**src/verilog/ffm_pkg.sv**
```systemverilog
// Constants and types of the fault flag monitor
package ffm_pkg;
  // ****************************************
  // Register map
  // ****************************************
  localparam logic [3:0] ADDR_FAULT = 4'h0;
  localparam logic [3:0] ADDR_CAUTION = 4'h1;
  localparam logic [3:0] ADDR_FAULT_MASK = 4'h2;
  localparam logic [3:0] ADDR_CAUTION_MASK = 4'h3;
  localparam logic [3:0] ADDR_CONFIG = 4'h4;
  localparam logic [3:0] ADDR_PWM_EN = 4'h5;
  localparam logic [3:0] ADDR_POSITION = 4'h6;
  localparam logic [3:0] ADDR_CLEAR = 4'h7;
  localparam int NUM_FAULT = 9;
  localparam int NUM_CAUTION = 8;
  // Fault bit positions
  localparam int F_SUPPLY = 0;
  localparam int F_FIELD_LOW = 1;
  localparam int F_OSC = 2;
  localparam int F_EE_FATAL = 3;
  localparam int F_ZERO_X = 4;
  localparam int F_LOCK = 5;
  localparam int F_POWER = 6;
  localparam int F_QUAD = 7;
  localparam int F_REG = 8;
  localparam int F_MEAN = 8 + 1;
  // Caution bit positions
  localparam int C_FIELD_HIGH = 0;
  localparam int C_TEMP = 1;
  localparam int C_EE_FIX = 2;
  localparam int C_TURN_SAT = 3;
  localparam int C_TURN_SPEED = 4;
  localparam int C_FRAME = 5;
  localparam int C_CHECKSUM = 6;
  localparam int C_SPARE = 7;
  // Config fields
  localparam int CFG_LO_LSB = 0;
  localparam int CFG_HI_LSB = 6;
  localparam int CFG_PWM_EN = 12;
  localparam int CFG_PWM_STYLE = 13;
  localparam int CFG_CHK_EN = 14;
  localparam logic [5:0] THRES_HI_RST = 6'h25;
  localparam logic [5:0] THRES_LO_RST = 6'h0d;
  localparam logic [15:0] CONFIG_RST = {4'h0, THRES_HI_RST, THRES_LO_RST};
  localparam int FIELD_HI_STEP_G = 32;
  localparam int FIELD_LO_STEP_G = 16;
  localparam int TURN_LIMIT = 256;
  localparam int TEMP_MIN_C = -60;
  localparam int TEMP_MAX_C = 180;
  localparam int SPAN_QUAD_MAX = 2;
  localparam logic [11:0] ANGLE_135 = 12'h600;
  // Pwm priority codes, 1 highest
  localparam int NUM_PRIO = 12;
  typedef enum logic [1:0] {
    FFM_PWM_NORMAL = 2'b00,
    FFM_PWM_TRISTATE = 2'b01,
    FFM_PWM_DUTY = 2'b10
  } ffm_pwm_mode_t;
  // Duty per priority in thousandths: 5 .. 72.5 percent, skipped codes kept
  localparam logic [9:0] DUTY_TABLE [0:12] = '{
    10'd50, 10'd106, 10'd163, 10'd219, 10'd275, 10'd331, 10'd388,
    10'd444, 10'd500, 10'd556, 10'd613, 10'd669, 10'd725};
endpackage : ffm_pkg

```
**src/verilog/ffm_monitor.sv**
```systemverilog
// Fault and caution flag monitor with pwm fault reporting
`timescale 1ns/1ps
`default_nettype none
module ffm_monitor #(
  parameter int ANGLE_W = 12
) (
  input  wire logic                  core_clk,
  input  wire logic                  rst_n,
  input  wire logic                  supply_low_raw,
  input  wire logic                  reg_drift_raw,
  input  wire logic                  osc_mismatch_raw,
  input  wire logic                  lock_lost_raw,
  input  wire logic                  zero_cross_diff_raw,
  input  wire logic                  temp_range_raw,
  input  wire logic [10:0]           field_gauss,
  input  wire logic                  ee_corrected_ev,
  input  wire logic                  ee_fatal_ev,
  input  wire logic                  power_restored_ev,
  input  wire logic [1:0]            quad_state,
  input  wire logic                  turns_update_ev,
  input  wire logic [8:0]            turns_count,
  input  wire logic [ANGLE_W-1:0]    angle,
  input  wire logic                  avg_sample_ev,
  input  wire logic                  avg_period_end_ev,
  input  wire logic                  frame_done_ev,
  input  wire logic [5:0]            frame_edges,
  input  wire logic                  frame_first_bit,
  input  wire logic                  frame_is_20bit,
  input  wire logic                  frame_crc_ok,
  input  wire logic [3:0]            addr,
  input  wire logic [15:0]           wdata,
  input  wire logic                  wr_en,
  input  wire logic                  rd_en,
  output logic      [15:0]           rdata,
  output logic                       general_fault_flag,
  output logic                       low_supply_any_flag,
  output logic                       pwm_tristate,
  output logic                       pwm_half_carrier,
  output logic      [9:0]            pwm_fault_duty
);
  import ffm_pkg::*;

  initial begin
    if (ANGLE_W != 12) $error("ffm_monitor: ANGLE_W must be 12");
  end

  // ****************************************
  // Pin synchronisers
  // ****************************************
  localparam int NSYNC = 6;
  logic [NSYNC-1:0] sync_a;
  logic [NSYNC-1:0] sync_b;
  wire  [NSYNC-1:0] raw_in = {temp_range_raw, zero_cross_diff_raw, lock_lost_raw,
                              osc_mismatch_raw, reg_drift_raw, supply_low_raw};
  always_ff @(posedge core_clk or negedge rst_n) begin
    if (!rst_n) begin
      sync_a <= '0;
      sync_b <= '0;
    end else begin
      sync_a <= raw_in;
      sync_b <= sync_a;
    end
  end

  // ****************************************
  // Configuration
  // ****************************************
  logic [15:0] config_reg;
  logic [NUM_FAULT:0] fault_mask;
  logic [NUM_CAUTION-1:0] caution_mask;
  logic [15:0] pwm_enable;
  wire [5:0] thres_lo = config_reg[CFG_LO_LSB +: 6];
  wire [5:0] thres_hi = config_reg[CFG_HI_LSB +: 6];
  wire pwm_fault_enable_bit = config_reg[CFG_PWM_EN];
  wire pwm_fault_style_bit = config_reg[CFG_PWM_STYLE];
  wire checksum_check_enable = config_reg[CFG_CHK_EN];

  // ****************************************
  // Detectors
  // ****************************************
  wire [11:0] field_w = {1'b0, field_gauss};
  wire [11:0] hi_lim = 12'(thres_hi * FIELD_HI_STEP_G);
  wire [11:0] lo_lim = 12'(thres_lo * FIELD_LO_STEP_G);
  wire field_high_det = (thres_hi != 6'h00) && (field_w > hi_lim);
  wire field_low_det = (thres_lo != 6'h00) && (field_w < lo_lim);

  logic [1:0] quad_prev;
  wire [1:0] quad_gray_prev = {quad_prev[1], quad_prev[1] ^ quad_prev[0]};
  wire [1:0] quad_gray_now = {quad_state[1], quad_state[1] ^ quad_state[0]};
  wire [1:0] quad_step = quad_gray_now - quad_gray_prev;
  wire quad_skip_det = (quad_step == 2'h2);

  logic [11:0] turn_angle;
  wire [11:0] turn_delta = angle - turn_angle;
  wire [11:0] turn_mag = turn_delta[11] ? 12'(-turn_delta) : turn_delta;
  wire turn_speed_det = turns_update_ev && (turn_mag > ANGLE_135);
  wire turn_sat_det = turns_count >= 9'(TURN_LIMIT);

  logic [3:0] quad_seen;
  wire [3:0] quad_seen_next = quad_seen | (4'h1 << angle[11:10]);
  wire [2:0] quad_cnt = 3'(quad_seen_next[0]) + 3'(quad_seen_next[1])
                      + 3'(quad_seen_next[2]) + 3'(quad_seen_next[3]);
  wire mean_span_det = avg_period_end_ev && (quad_cnt > 3'(SPAN_QUAD_MAX));

  wire bad_frame_det = frame_done_ev &&
                       (((frame_edges != 6'd16) && (frame_edges != 6'd20))
                        || frame_first_bit);
  wire checksum_det = frame_done_ev && frame_is_20bit && checksum_check_enable
                      && !frame_crc_ok;

  logic [NUM_FAULT:0] fault_set;
  logic [NUM_CAUTION-1:0] caution_set;
  always_comb begin
    fault_set = '0;
    fault_set[F_SUPPLY] = sync_b[0];
    fault_set[F_REG] = sync_b[1];
    fault_set[F_OSC] = sync_b[2];
    fault_set[F_LOCK] = sync_b[3];
    fault_set[F_ZERO_X] = sync_b[4];
    fault_set[F_FIELD_LOW] = field_low_det;
    fault_set[F_EE_FATAL] = ee_fatal_ev;
    fault_set[F_POWER] = power_restored_ev;
    fault_set[F_QUAD] = quad_skip_det;
    fault_set[F_MEAN] = mean_span_det;
    caution_set = '0;
    caution_set[C_FIELD_HIGH] = field_high_det;
    caution_set[C_TEMP] = sync_b[5];
    caution_set[C_EE_FIX] = ee_corrected_ev;
    caution_set[C_TURN_SAT] = turn_sat_det;
    caution_set[C_TURN_SPEED] = turn_speed_det;
    caution_set[C_FRAME] = bad_frame_det;
    caution_set[C_CHECKSUM] = checksum_det;
  end

  // ****************************************
  // Sticky flags, set wins over clear
  // ****************************************
  logic [NUM_FAULT:0] fault_reg;
  logic [NUM_CAUTION-1:0] caution_reg;
  wire clr_wr = wr_en && (addr == ADDR_CLEAR);
  wire [NUM_FAULT:0] fault_clr = clr_wr ? wdata[NUM_FAULT:0] : '0;
  wire [NUM_CAUTION-1:0] caution_clr = (wr_en && addr == ADDR_CAUTION)
                                       ? wdata[NUM_CAUTION-1:0] : '0;
  wire [NUM_FAULT:0] next_fault = (fault_reg & ~fault_clr) | fault_set;
  wire [NUM_CAUTION-1:0] next_caution = (caution_reg & ~caution_clr) | caution_set;

  always_ff @(posedge core_clk or negedge rst_n) begin
    if (!rst_n) begin
      fault_reg <= '0;
      caution_reg <= '0;
      quad_prev <= 2'h0;
      turn_angle <= 12'h000;
      quad_seen <= 4'h0;
    end else begin
      fault_reg <= next_fault;
      caution_reg <= next_caution;
      quad_prev <= quad_state;
      if (turns_update_ev) turn_angle <= angle;
      if (avg_period_end_ev) quad_seen <= 4'h0;
      else if (avg_sample_ev) quad_seen <= quad_seen_next;
    end
  end

  // ****************************************
  // Angle word flags
  // ****************************************
  wire [NUM_FAULT:0] fault_live = fault_reg & ~fault_mask;
  wire [NUM_CAUTION-1:0] caution_live = caution_reg & ~caution_mask;
  wire next_general = |fault_live | |caution_live;
  wire next_low_supply = fault_live[F_SUPPLY] | fault_live[F_REG];

  // ****************************************
  // Pwm fault report
  // ****************************************
  // Priority order 1..13; slots 3 and 10 unused here, turn saturation at 13
  logic [12:0] prio_vec;
  always_comb begin
    prio_vec = '0;
    prio_vec[0] = fault_reg[F_OSC];
    prio_vec[1] = fault_reg[F_EE_FATAL];
    prio_vec[3] = fault_reg[F_LOCK];
    prio_vec[4] = fault_reg[F_ZERO_X];
    prio_vec[5] = fault_reg[F_MEAN];
    prio_vec[6] = next_low_supply;
    prio_vec[7] = fault_reg[F_FIELD_LOW];
    prio_vec[8] = caution_reg[C_EE_FIX];
    prio_vec[10] = caution_reg[C_FIELD_HIGH];
    prio_vec[11] = caution_reg[C_TEMP];
    prio_vec[12] = caution_reg[C_TURN_SAT];
  end
  wire [12:0] prio_on = prio_vec & pwm_enable[12:0];

  logic [9:0] sel_duty;
  always_comb begin
    sel_duty = 10'h000;
    for (int i = 12; i >= 0; i--) begin
      if (prio_on[i]) sel_duty = DUTY_TABLE[i];
    end
  end

  ffm_pwm_mode_t next_mode;
  always_comb begin
    if (!pwm_fault_enable_bit || prio_on == '0) next_mode = FFM_PWM_NORMAL;
    else if (!pwm_fault_style_bit) next_mode = FFM_PWM_TRISTATE;
    else next_mode = FFM_PWM_DUTY;
  end

  ffm_pwm_mode_t pwm_mode;
  always_ff @(posedge core_clk or negedge rst_n) begin
    if (!rst_n) begin
      pwm_mode <= FFM_PWM_NORMAL;
      pwm_fault_duty <= 10'h000;
      general_fault_flag <= 1'b0;
      low_supply_any_flag <= 1'b0;
    end else begin
      pwm_mode <= next_mode;
      pwm_fault_duty <= (next_mode == FFM_PWM_DUTY) ? sel_duty : 10'h000;
      general_fault_flag <= next_general;
      low_supply_any_flag <= next_low_supply;
    end
  end

  always_comb begin
    case (pwm_mode)
      FFM_PWM_TRISTATE: begin
        pwm_tristate = 1'b1;
        pwm_half_carrier = 1'b0;
      end
      FFM_PWM_DUTY: begin
        pwm_tristate = 1'b0;
        pwm_half_carrier = 1'b1;
      end
      default: begin
        pwm_tristate = 1'b0;
        pwm_half_carrier = 1'b0;
      end
    endcase
  end

  // ****************************************
  // Register port
  // ****************************************
  always_ff @(posedge core_clk or negedge rst_n) begin
    if (!rst_n) begin
      config_reg <= CONFIG_RST;
      fault_mask <= '0;
      caution_mask <= '0;
      pwm_enable <= 16'h0000;
    end else if (wr_en) begin
      if (addr == ADDR_CONFIG) config_reg <= {1'b0, wdata[14:0]};
      if (addr == ADDR_FAULT_MASK) fault_mask <= wdata[NUM_FAULT:0];
      if (addr == ADDR_CAUTION_MASK) caution_mask <= wdata[NUM_CAUTION-1:0];
      if (addr == ADDR_PWM_EN) pwm_enable <= {3'h0, wdata[12:0]};
    end
  end

  logic [15:0] rd_mux;
  always_comb begin
    case (addr)
      ADDR_FAULT:        rd_mux = 16'(fault_reg);
      ADDR_CAUTION:      rd_mux = 16'(caution_reg);
      ADDR_FAULT_MASK:   rd_mux = 16'(fault_mask);
      ADDR_CAUTION_MASK: rd_mux = 16'(caution_mask);
      ADDR_CONFIG:       rd_mux = config_reg;
      ADDR_PWM_EN:       rd_mux = pwm_enable;
      ADDR_POSITION:     rd_mux = {general_fault_flag, low_supply_any_flag, 2'h0, angle};
      default:           rd_mux = 16'h0000;
    endcase
  end

  always_ff @(posedge core_clk or negedge rst_n) begin
    if (!rst_n) rdata <= 16'h0000;
    else if (rd_en) rdata <= rd_mux;
    else rdata <= 16'h0000;
  end
endmodule : ffm_monitor
`default_nettype wire

```
**config.mk**
```make
export PLATFORM = sky130hd
export DESIGN_NAME = ffm_monitor
export DESIGN_NICKNAME = d
export VERILOG_FILES = /design/src/verilog/ffm_pkg.sv /design/src/verilog/ffm_monitor.sv
export SDC_FILE = /design/constraint.sdc
export NUM_CORES = 1
export LEC_CHECK = 0
export BUFFER_PORTS_ARGS = -buffer_cell sky130_fd_sc_hd__clkbuf_2
export CAP_MARGIN = 20
export CORE_ASPECT_RATIO = 0.9
export CORE_MARGIN = 2
export CORE_UTILIZATION = 45
export CTS_CLUSTER_DIAMETER = 120
export DETAILED_ROUTE_END_ITERATION = 6
export PLACE_DENSITY = 0.68
export SLEW_MARGIN = 10
export SYNTH_ARGS = -nofsm -noshare
export SYNTH_HDL_FRONTEND = slang
export SYNTH_SLANG_ARGS = --single-unit
```
**constraint.sdc**
```tcl
create_clock -name core_clk -period 3.6 [get_ports core_clk]
set_input_delay 0 -clock core_clk [delete_from_list [all_inputs] [get_ports core_clk]]
set_output_delay 0 -clock core_clk [all_outputs]
set_load 0.02 [all_outputs]
```
==> reports/summary.md, run 1 <==
The flow ran to the end, and the final reports show no timing, DRC or antenna violations. Combinational family with the most area after synthesis: compound AO/OA/AOI/OAI gates. Cell type with the highest occurrence count on the critical path: sky130_fd_sc_hd__inv_1. For flop-to-flop paths, the worst setup slack is 0.50 ns.

For the first-pass GRT wire length, the log shows 28.79 mm. After routing, the total negative slack on setup checks comes to 0 ns. The number of antenna repair diodes was 0.

Setup repair after global routing left no endpoint under its margin. The core region is 14000 um2. After the first detailed-routing iteration, the DRC count stood at 480. Fill cells in the final layout number 1190.

The total wirelength of the detailed-routed design was 18.25 mm; the number of CTS-inserted buffers was 17. The xor and xnor area share after synthesis came out at 0.01481. Static timing analysis puts the maximum clock frequency at 0.3215 GHz. The register with the most flip-flops in the layout has 16 of them.

Maximum number of pins on one net before global-route repair: 74. The most repeated cell in the gate-level netlist after synthesis was sky130_fd_sc_hd__dfrtp_1. The detailed-route wire length per cell works out to 18.72 um. The tools report the number of design rule violations left after detail routing as 0.

The logs give 6 for the total iterations of the first detailed-routing run and 0 for the number of nets still failing antenna checks after routing. The largest single stage delay on the critical path is 0.54 ns. The logs give 2 for the maximum clock insertion buffer count and 5507 for the via total after detailed routing. Yosys attributes the largest share of cell area to sky130_fd_sc_hd__dfrtp_1 (46%), sky130_fd_sc_hd__mux2_2 (8.6%), sky130_fd_sc_hd__ha_1 (5.1%). The clock tree synthesis step divided the H-tree into 4 levels. The number of endpoints failing setup at the final stage was 0; the later-pin clock latency in the skew report was 0.42 ns. The run gives 877 as the number of nets at the end of the flow. Complex-gate fraction of the synthesized area: 0.1840. The clock transition at the register clock pins on the worst setup and hold paths after CTS was 0.06 ns. Number of instances in the synthesized netlist: 609. The logs give 0.2454 for the global-route usage over all layers and 0.4894 ns for the final worst setup slack. The clock period minus worst slack was 3.111 ns. The critical path buffer and inverter count works out to 4. The most critical setup path has its endpoint at caution_reg[4]. The simple-gate portion of the synthesized area is 0.1189, and the worst reg2reg path depth is 11.

STA classifies the critical path startpoint as an input port. For the worst setup path, the data required time is 3.87 ns. Post-CTS repair changed the size of 0 cells. Share of synthesized cell area in full adder, half adder and majority cells: 0.05692. The slowest stage of the critical path belongs to the cell sky130_fd_sc_hd__dlygate4sd3_1.

The number of cells on the critical path is 14, and the number of antenna violations at the first check in global routing is 0. In this run, synthesis produced a sequential element count of 124. The largest vdd supply drop was 0.0003841 V. The critical path endpoint category is a flip-flop. Type of the worst setup path: in -> reg.

Of all nets on the critical path, the largest fanout is 7. The cell sitting at the root of the clock tree is a sky130_fd_sc_hd__clkbuf_16. The tools report the number of sinks driven by the clock tree as 124. Relative to the synthesized area, the layout overhead comes to 28.67%.

The initialized floorplan defines 41 standard-cell rows. For the pin with the worst max-slew slack, the measured transition is 1.192 ns. The number of synthesis warnings is 0. The multiplexer area fraction after synthesis works out to 0.09376.

The leakage power of the design came out at 0.003881 uW. OpenSTA, run right after detailed placement, puts the worst setup slack at 0.5901 ns. The path class of the tightest hold or removal check is in -> reg.

In the synthesized netlist, the cells that appear most often are sky130_fd_sc_hd__dfrtp_1 (118), sky130_fd_sc_hd__nand2_1 (71), sky130_fd_sc_hd__inv_1 (55), sky130_fd_sc_hd__mux2_2 (49), sky130_fd_sc_hd__ha_1 (26). The fraction of registers with async set or reset after synthesis came out at 1.000. After legalization and detailed placement, the total HPWL measured 12.88 mm.

Walking the worst path, the cells encountered are dlygate4sd3_1 > clkbuf_2 > inv_1 > ha_1 > inv_1 > fa_1 > xnor2_1 > nand3b_1 > mux2i_1 > a32oi_1 > a211oi_1 > o221ai_1 > o31ai_1 > a22oi_2. The synthesized netlist occupies a cell area of 6419 um2. The die is 117.3 um tall. Counting every net in the synthesized netlist gives 717. The final cell count without fillers was 975; the worst slew slack as a fraction of its limit was 0.2027.

The die covers 15240 um2. The global route total overflow came out at 0. A synthesized cell averages 10.54 um2. The number of enable-type register cells in the synthesized netlist is 0. During placement, the flow inserted port buffers numbering 99. Using the TritonRoute via totals, the vias-per-cell ratio works out to 5.648.

TritonCTS built the clock tree. Of all cell types, the one taking the most synthesized area is sky130_fd_sc_hd__dfrtp_1. The effective utilization at floorplan is 0.4583, and the setup clock skew after layout is 0.009406 ns. The final hold violation count is 0, and the period utilization is 0.8641. Tracing the worst setup path back leads to its startpoint at angle[0]. The run gives 0.9584 as the routability-driven placement congestion ratio. The number of global-route vias before repair is 5465. The final count of pins violating max slew is 0, and the portion of the post-synthesis area used by sequential elements is 0.4846. The I/O pin count is 110.

After synthesis, the netlist uses 71 different library cells. The number of setup buffers added after CTS is 0. Among all flip-flop cells after synthesis, the most frequent one is sky130_fd_sc_hd__dfrtp_1. At the worst endpoint, the arrival time is 3.39 ns. In this run the critical register-to-register path is captured at caution_reg[4]. The share of post-route cells with drive strength above 1 was 0.2634; the portion of synthesized cell area occupied by the leading cell type was 0.4600. For this design the ratio of total power to cell area is 539.7 nW/um2. The die span in x works out to 129.9 um. The worst register-to-register path begins at turn_angle[0]. Max-cap violations in this run came to 0. For the hold-fix buffer count after cts, the log shows 54.

Cell type group with the largest total delay on the critical path: compound AO/OA/AOI/OAI gates. The tools report the count of placed standard cells including taps as 889.
[cells by family after synthesis]
family                     Yosys count
xor gates and xnor gates            10
adders and majority gates           28
and+or+nand+nor                    156
muxes                               54
buffers and inverters               74
AOI/OAI and AO/OA                  163
DFF                                124
[area by class of cell]
| cell class | instances | area [um2] | share of cell area |
|---|---|---|---|
| clock inverters | 11 | 142.6 | 0.01727 |
| inverters | 55 | 206.4 | 0.02500 |
| repair buffers | 160 | 1091 | 0.1321 |
| multi-input cells | 411 | 3007 | 0.3640 |
| clock buffers | 21 | 460.4 | 0.05575 |
| flip-flops and latches | 124 | 3110 | 0.3766 |
| well taps | 193 | 241.5 | 0.02924 |
[per-layer routing]
layer | wire (um) | track usage
met2 | 8439 | 0.3887
met1 | 7734 | 0.3340
met4 | 291 | 0.05040
met3 | 1787 | 0.07527
met5 | 0 | 0
[cell usage in the layout (no fill, tap or decap), types with 6 or more instances in the layout]
cell type / instances
sky130_fd_sc_hd__a22oi_1: 25
sky130_fd_sc_hd__nor2b_1: 6
sky130_fd_sc_hd__xnor2_1: 7
sky130_fd_sc_hd__clkbuf_2: 98
sky130_fd_sc_hd__o21ai_0: 24
sky130_fd_sc_hd__a21oi_1: 25
sky130_fd_sc_hd__a222oi_1: 8
sky130_fd_sc_hd__nand2b_1: 9
sky130_fd_sc_hd__o22ai_1: 7
sky130_fd_sc_hd__a31oi_1: 11
sky130_fd_sc_hd__dfstp_2: 6
sky130_fd_sc_hd__mux2_2: 49
sky130_fd_sc_hd__dfrtp_1: 118
sky130_fd_sc_hd__nor3_1: 7
sky130_fd_sc_hd__ha_1: 26
sky130_fd_sc_hd__inv_1: 55
sky130_fd_sc_hd__nand2_1: 71
sky130_fd_sc_hd__a21o_1: 18
sky130_fd_sc_hd__clkbuf_16: 17
sky130_fd_sc_hd__buf_4: 8
sky130_fd_sc_hd__nor2_1: 19
sky130_fd_sc_hd__nand3_1: 12
sky130_fd_sc_hd__dlygate4sd3_1: 54
[worst min-delay path, delay by kind of cell]
family	cells	cell delay (ns)
AO/OA/AOI/OAI	2	0.26
buffers and inverters	1	0.07
AND/OR/NAND/NOR	1	0.09
[worst min path at each step]
stage	startpoint	to	cells after the start
floorplan	rst_n	caution_mask[0]	0
global placement	reg_drift_raw	sync_a[1]	1
detailed placement	osc_mismatch_raw	sync_a[2]	1
CTS	addr[2]	rdata[10]	3
global route	field_gauss[3]	caution_reg[0]	4
finish	field_gauss[3]	caution_reg[0]	4
[per-stage QoR]
step / cell area [um2] / power, uW / hold WS, ns / utilization
detailed placement: 7116 / 2670 / 0.1096 / 0.5081
finish: 8259 / 4458 / 0.03710 / 0.5897
CTS: 8259 / 4452 / 0.02252 / 0.5897
global route: 8259 / 4662 / 0.03876 / 0.5897
floorplan: 6419 / 2356 / -0.2956 / -
global placement: 7116 / 2619 / 0.1080 / 0.5081
[power breakdown]
part | internal (uW) | leakage [uW] | switching [uW] | total (uW)
logic | 430 | 0.00210 | 532 | 962
clock network | 1120 | 0.000293 | 620 | 1740
registers | 1590 | 0.00149 | 166 | 1750
total | 3140 | 0.00388 | 1320 | 4460
(Power assumes the default switching activity.)
==> inputs of run 2 (changes only) <==
ABC_AREA = 1   (was not set)
==> reports/summary.md, run 2 <==
The tools report the effective utilization at floorplan as 0.4652. The setup clock skew after layout was 0.007159 ns. The highest routed metal layer is met4. For the number of distinct library cells after synthesis, the log shows 44. Number of storage elements in the synthesis netlist: 124.

For the worst setup path, the data required time is 3.96 ns. Leaving out fill and tap cells, the most frequent cell in the layout is sky130_fd_sc_hd__nand2_1. The final count of pins violating max slew is 0.

The logs give 5978 for the number of global-route vias before repair and 0 ns for the total negative setup slack. The worst-case IR drop observed on VDD is 0.0003389 V. For the number of antenna repair diodes, the log shows 0.

TritonCTS built the clock tree. After synthesis, the most frequently instantiated cells are sky130_fd_sc_hd__nand2_1 (192), sky130_fd_sc_hd__inv_1 (142), sky130_fd_sc_hd__dfrtp_1 (118), sky130_fd_sc_hd__o21ai_0 (83), sky130_fd_sc_hd__nor2_1 (68). The final hold violation count was 0; the period utilization was 0.7519.

The detail route stage leaves a number of antenna-violating nets equal to 0. At the end of routability-driven placement, the weighted congestion stood at 0.9818. Clock tree synthesis inserted a total of 17 buffers. In the layout the commonest cells are sky130_fd_sc_hd__nand2_1 (192), sky130_fd_sc_hd__inv_1 (142), sky130_fd_sc_hd__dfrtp_1 (118). Summing all placed instances gives a cell area of 7278 um2. The endpoint identified for the worst register-to-register timing path is caution_reg[4]. The ratio of routed vias to standard cells was 5.126; the detailed-route wire length per cell was 15.61 um. The worst slew slack as a fraction of its limit came out at 0.3021.

The analysis attributes to cell leakage a power of 0.004331 uW. The tree is rooted in a sky130_fd_sc_hd__clkbuf_16. The most used flip-flop cell after synthesis is sky130_fd_sc_hd__dfrtp_1. Number of synthesis warnings: 0. Derived from the worst setup path, the maximum achievable clock frequency is 0.3694 GHz. The total number of placement rows is 41.

The average instance area after synthesis works out to 8.042 um2. The worst reg2reg path startpoint was turn_angle[0]. The chip height is 118.8 um. Most repeated cell in the gate-level netlist after synthesis: sky130_fd_sc_hd__nand2_1. The number of nets in the synthesized netlist is 927. Count of port buffers added during placement: 99. The routed design could run at a clock period as short as 2.707 ns. The share of post-route cells with drive strength above 1 is 0.1672. Measured in cells, the most critical reg-to-reg path has a length of 19. The measured slew at the worst slew-check pin was 1.044 ns; the via total after detailed routing was 6080. Compared with the post-synthesis result, the final layout area differs by 27.43%. During I/O placement, the number of pins put on the boundary was 110.

For the total iterations of the first detailed-routing run, the log shows 5. The peak fanout along the critical path works out to 4. The register with the most flip-flops in the layout has 16 of them.

Type of the worst setup path: reg -> reg. STA classifies the critical path startpoint as a flip-flop. Total of max-cap violations: 0.

The area of the core region was 14160 um2. The tightest min-delay check is of the in -> reg type. The total power per unit cell area came out at 517.0 nW/um2. Worst reg-to-reg setup slack: 0.89 ns. For the portion of the post-synthesis area used by sequential elements, the log shows 0.4723.

Setup violations remaining at the end of the flow were counted as 0. The portion of synthesized cell area occupied by the leading cell type works out to 0.4483. The cell taking the most area after synthesis is sky130_fd_sc_hd__dfrtp_1.

In the detailed route, the total length drawn on met3 is 1.279 mm. The clock passes through at most 2 buffers. The clock transition at the register clock pins on the worst setup and hold paths after CTS works out to 0.06 ns. For this block, the initial DRC count from the detailed router was 576.

The fraction of registers with async set or reset after synthesis was 1.000; the area of the die was 15620 um2. The area of all placed cells without fillers is 8393 um2, and the first-pass GRT wire length is 30.10 mm. STA classifies the critical path endpoint as a flip-flop.

For this block, the routed nets add up to 18.51 mm of wire. The level count of the clock H-tree is 4. Synthesis produced 819 cells. Summed over all layers, the global routing overflow is 0.

For the number of nets at the end of the flow, the log shows 1088. In the post-synthesis netlist, the biggest area contributors are sky130_fd_sc_hd__dfrtp_1 (45%), sky130_fd_sc_hd__nand2_1 (11%), sky130_fd_sc_hd__inv_1 (8.1%). The last element of the critical path was caution_reg[4]. STA puts the critical path data arrival time at 3.06 ns. The later pin in the worst-skew pair is clocked with a latency of 0.42 ns. The flow ran to the end, and the final reports show no timing, DRC or antenna violations. The floorplan step set the die width to 131.5 um. Detailed routing placed a total of 8.425 mm of wire on met2. The logs give 0 for the number of antenna violations at the first check in global routing and 13.77 mm for the post-detailed-placement half-perimeter wirelength. Entering global routing, the biggest net connects 69 pins.

The critical path starts at turn_angle[0]. For this block, wires on met1 add up to 8.357 mm. The logs give 0.2478 for the global-route usage over all layers and 0 for the number of design rule violations left after detail routing.

Counting flops with a built-in enable in the synthesized netlist gives 0. Setup repair after global routing left no endpoint under its margin. The mapped netlist covers 6586 um2. For the number of sinks driven by the clock tree, the log shows 124.
-- run 2: metrics by stage --
stage               hold slack (ns)  setup WS (ns)  utilization  total power, uW  std cells
CTS                         0.02824         0.8757       0.5928             4348       1186
global placement             0.1077         0.9494       0.5141             2640       1100
finish                      0.04927         0.8930       0.5928             4339       1186
global route                0.03619         0.5783       0.5928             4593       1186
detailed placement           0.1100         0.8975       0.5141             2660       1100
floorplan                   -0.2956          1.245            -             2348        819
-- run 2: how the worst min path moves through the flow --
stage                         from         endpoint  slack [ns]  cells after the start
global route        field_gauss[4]   caution_reg[0]        0.04                      4
floorplan                    rst_n  caution_mask[0]       -0.30                      0
finish              field_gauss[4]   caution_reg[0]        0.05                      4
detailed placement   reg_drift_raw        sync_a[1]        0.11                      1
global placement    temp_range_raw        sync_a[5]        0.11                      1
CTS                 field_gauss[4]   caution_reg[0]        0.03                      4
-- run 2: logic make-up after synthesis --
| family | count (synthesis) | share of synthesized area |
|---|---|---|
| buf+inv | 160 | 0.09442 |
| compound gates | 172 | 0.1539 |
| mux | 1 | 0.001710 |
| simple gates | 328 | 0.2143 |
| flops | 124 | 0.4723 |
| fa+ha+maj | 28 | 0.05547 |
| xor+xnor | 6 | 0.007979 |
-- run 2: critical path, cell delays in order (launching register included) --
cell and delay (ns):
sky130_fd_sc_hd__dfrtp_1 0.38, sky130_fd_sc_hd__ha_1 0.18, sky130_fd_sc_hd__inv_1 0.17, sky130_fd_sc_hd__fa_1 0.44, sky130_fd_sc_hd__inv_1 0.11, sky130_fd_sc_hd__ha_1 0.16
sky130_fd_sc_hd__inv_1 0.06, sky130_fd_sc_hd__a21oi_1 0.17, sky130_fd_sc_hd__nand3_1 0.14, sky130_fd_sc_hd__nor2_1 0.10, sky130_fd_sc_hd__nand3_1 0.08, sky130_fd_sc_hd__nor2_1 0.09
sky130_fd_sc_hd__nand2_1 0.07, sky130_fd_sc_hd__nand2_1 0.06, sky130_fd_sc_hd__nand2_1 0.06, sky130_fd_sc_hd__a21oi_2 0.11, sky130_fd_sc_hd__nand2_1 0.06, sky130_fd_sc_hd__nand2_1 0.06
sky130_fd_sc_hd__nand2_1 0.07, sky130_fd_sc_hd__nand2_1 0.08
-- run 2: timing repair --
item / in CTS / in global routing
hold endpoints to repair: 149 / 0
hold buffers: 54 / 0
setup buffers: 0 / 0
resized for setup: 0 / 0
-- run 2: where the power goes --
group | switching [uW] | total [uW] | internal (uW) | leakage, uW
sequential | 119 | 1700 | 1580 | 0.00149
clock | 614 | 1640 | 1020 | 0.000280
combinational | 637 | 1010 | 368 | 0.00257
-- run 2: cell type report --
type                            count  area [um2]
Clock buffer                       23       488.0
Clock inverter                      9       86.33
Fill cell                        1304        5766
Inverter                          145       544.3
Multi-Input combinational cell    535        2854
Sequential cell                   124        3110
Tap cell                          193       241.5
Timing Repair Buffer              157        1069
-- run 2: per-layer routing --
| layer | GRT usage | vias up |
|---|---|---|
| met5 | 0 | - |
| met4 | 0.08696 | 0 |
| met3 | 0.05105 | 41 |
| met2 | 0.3989 | 241 |
| li1 | - | 2987 |
| met1 | 0.3335 | 2811 |
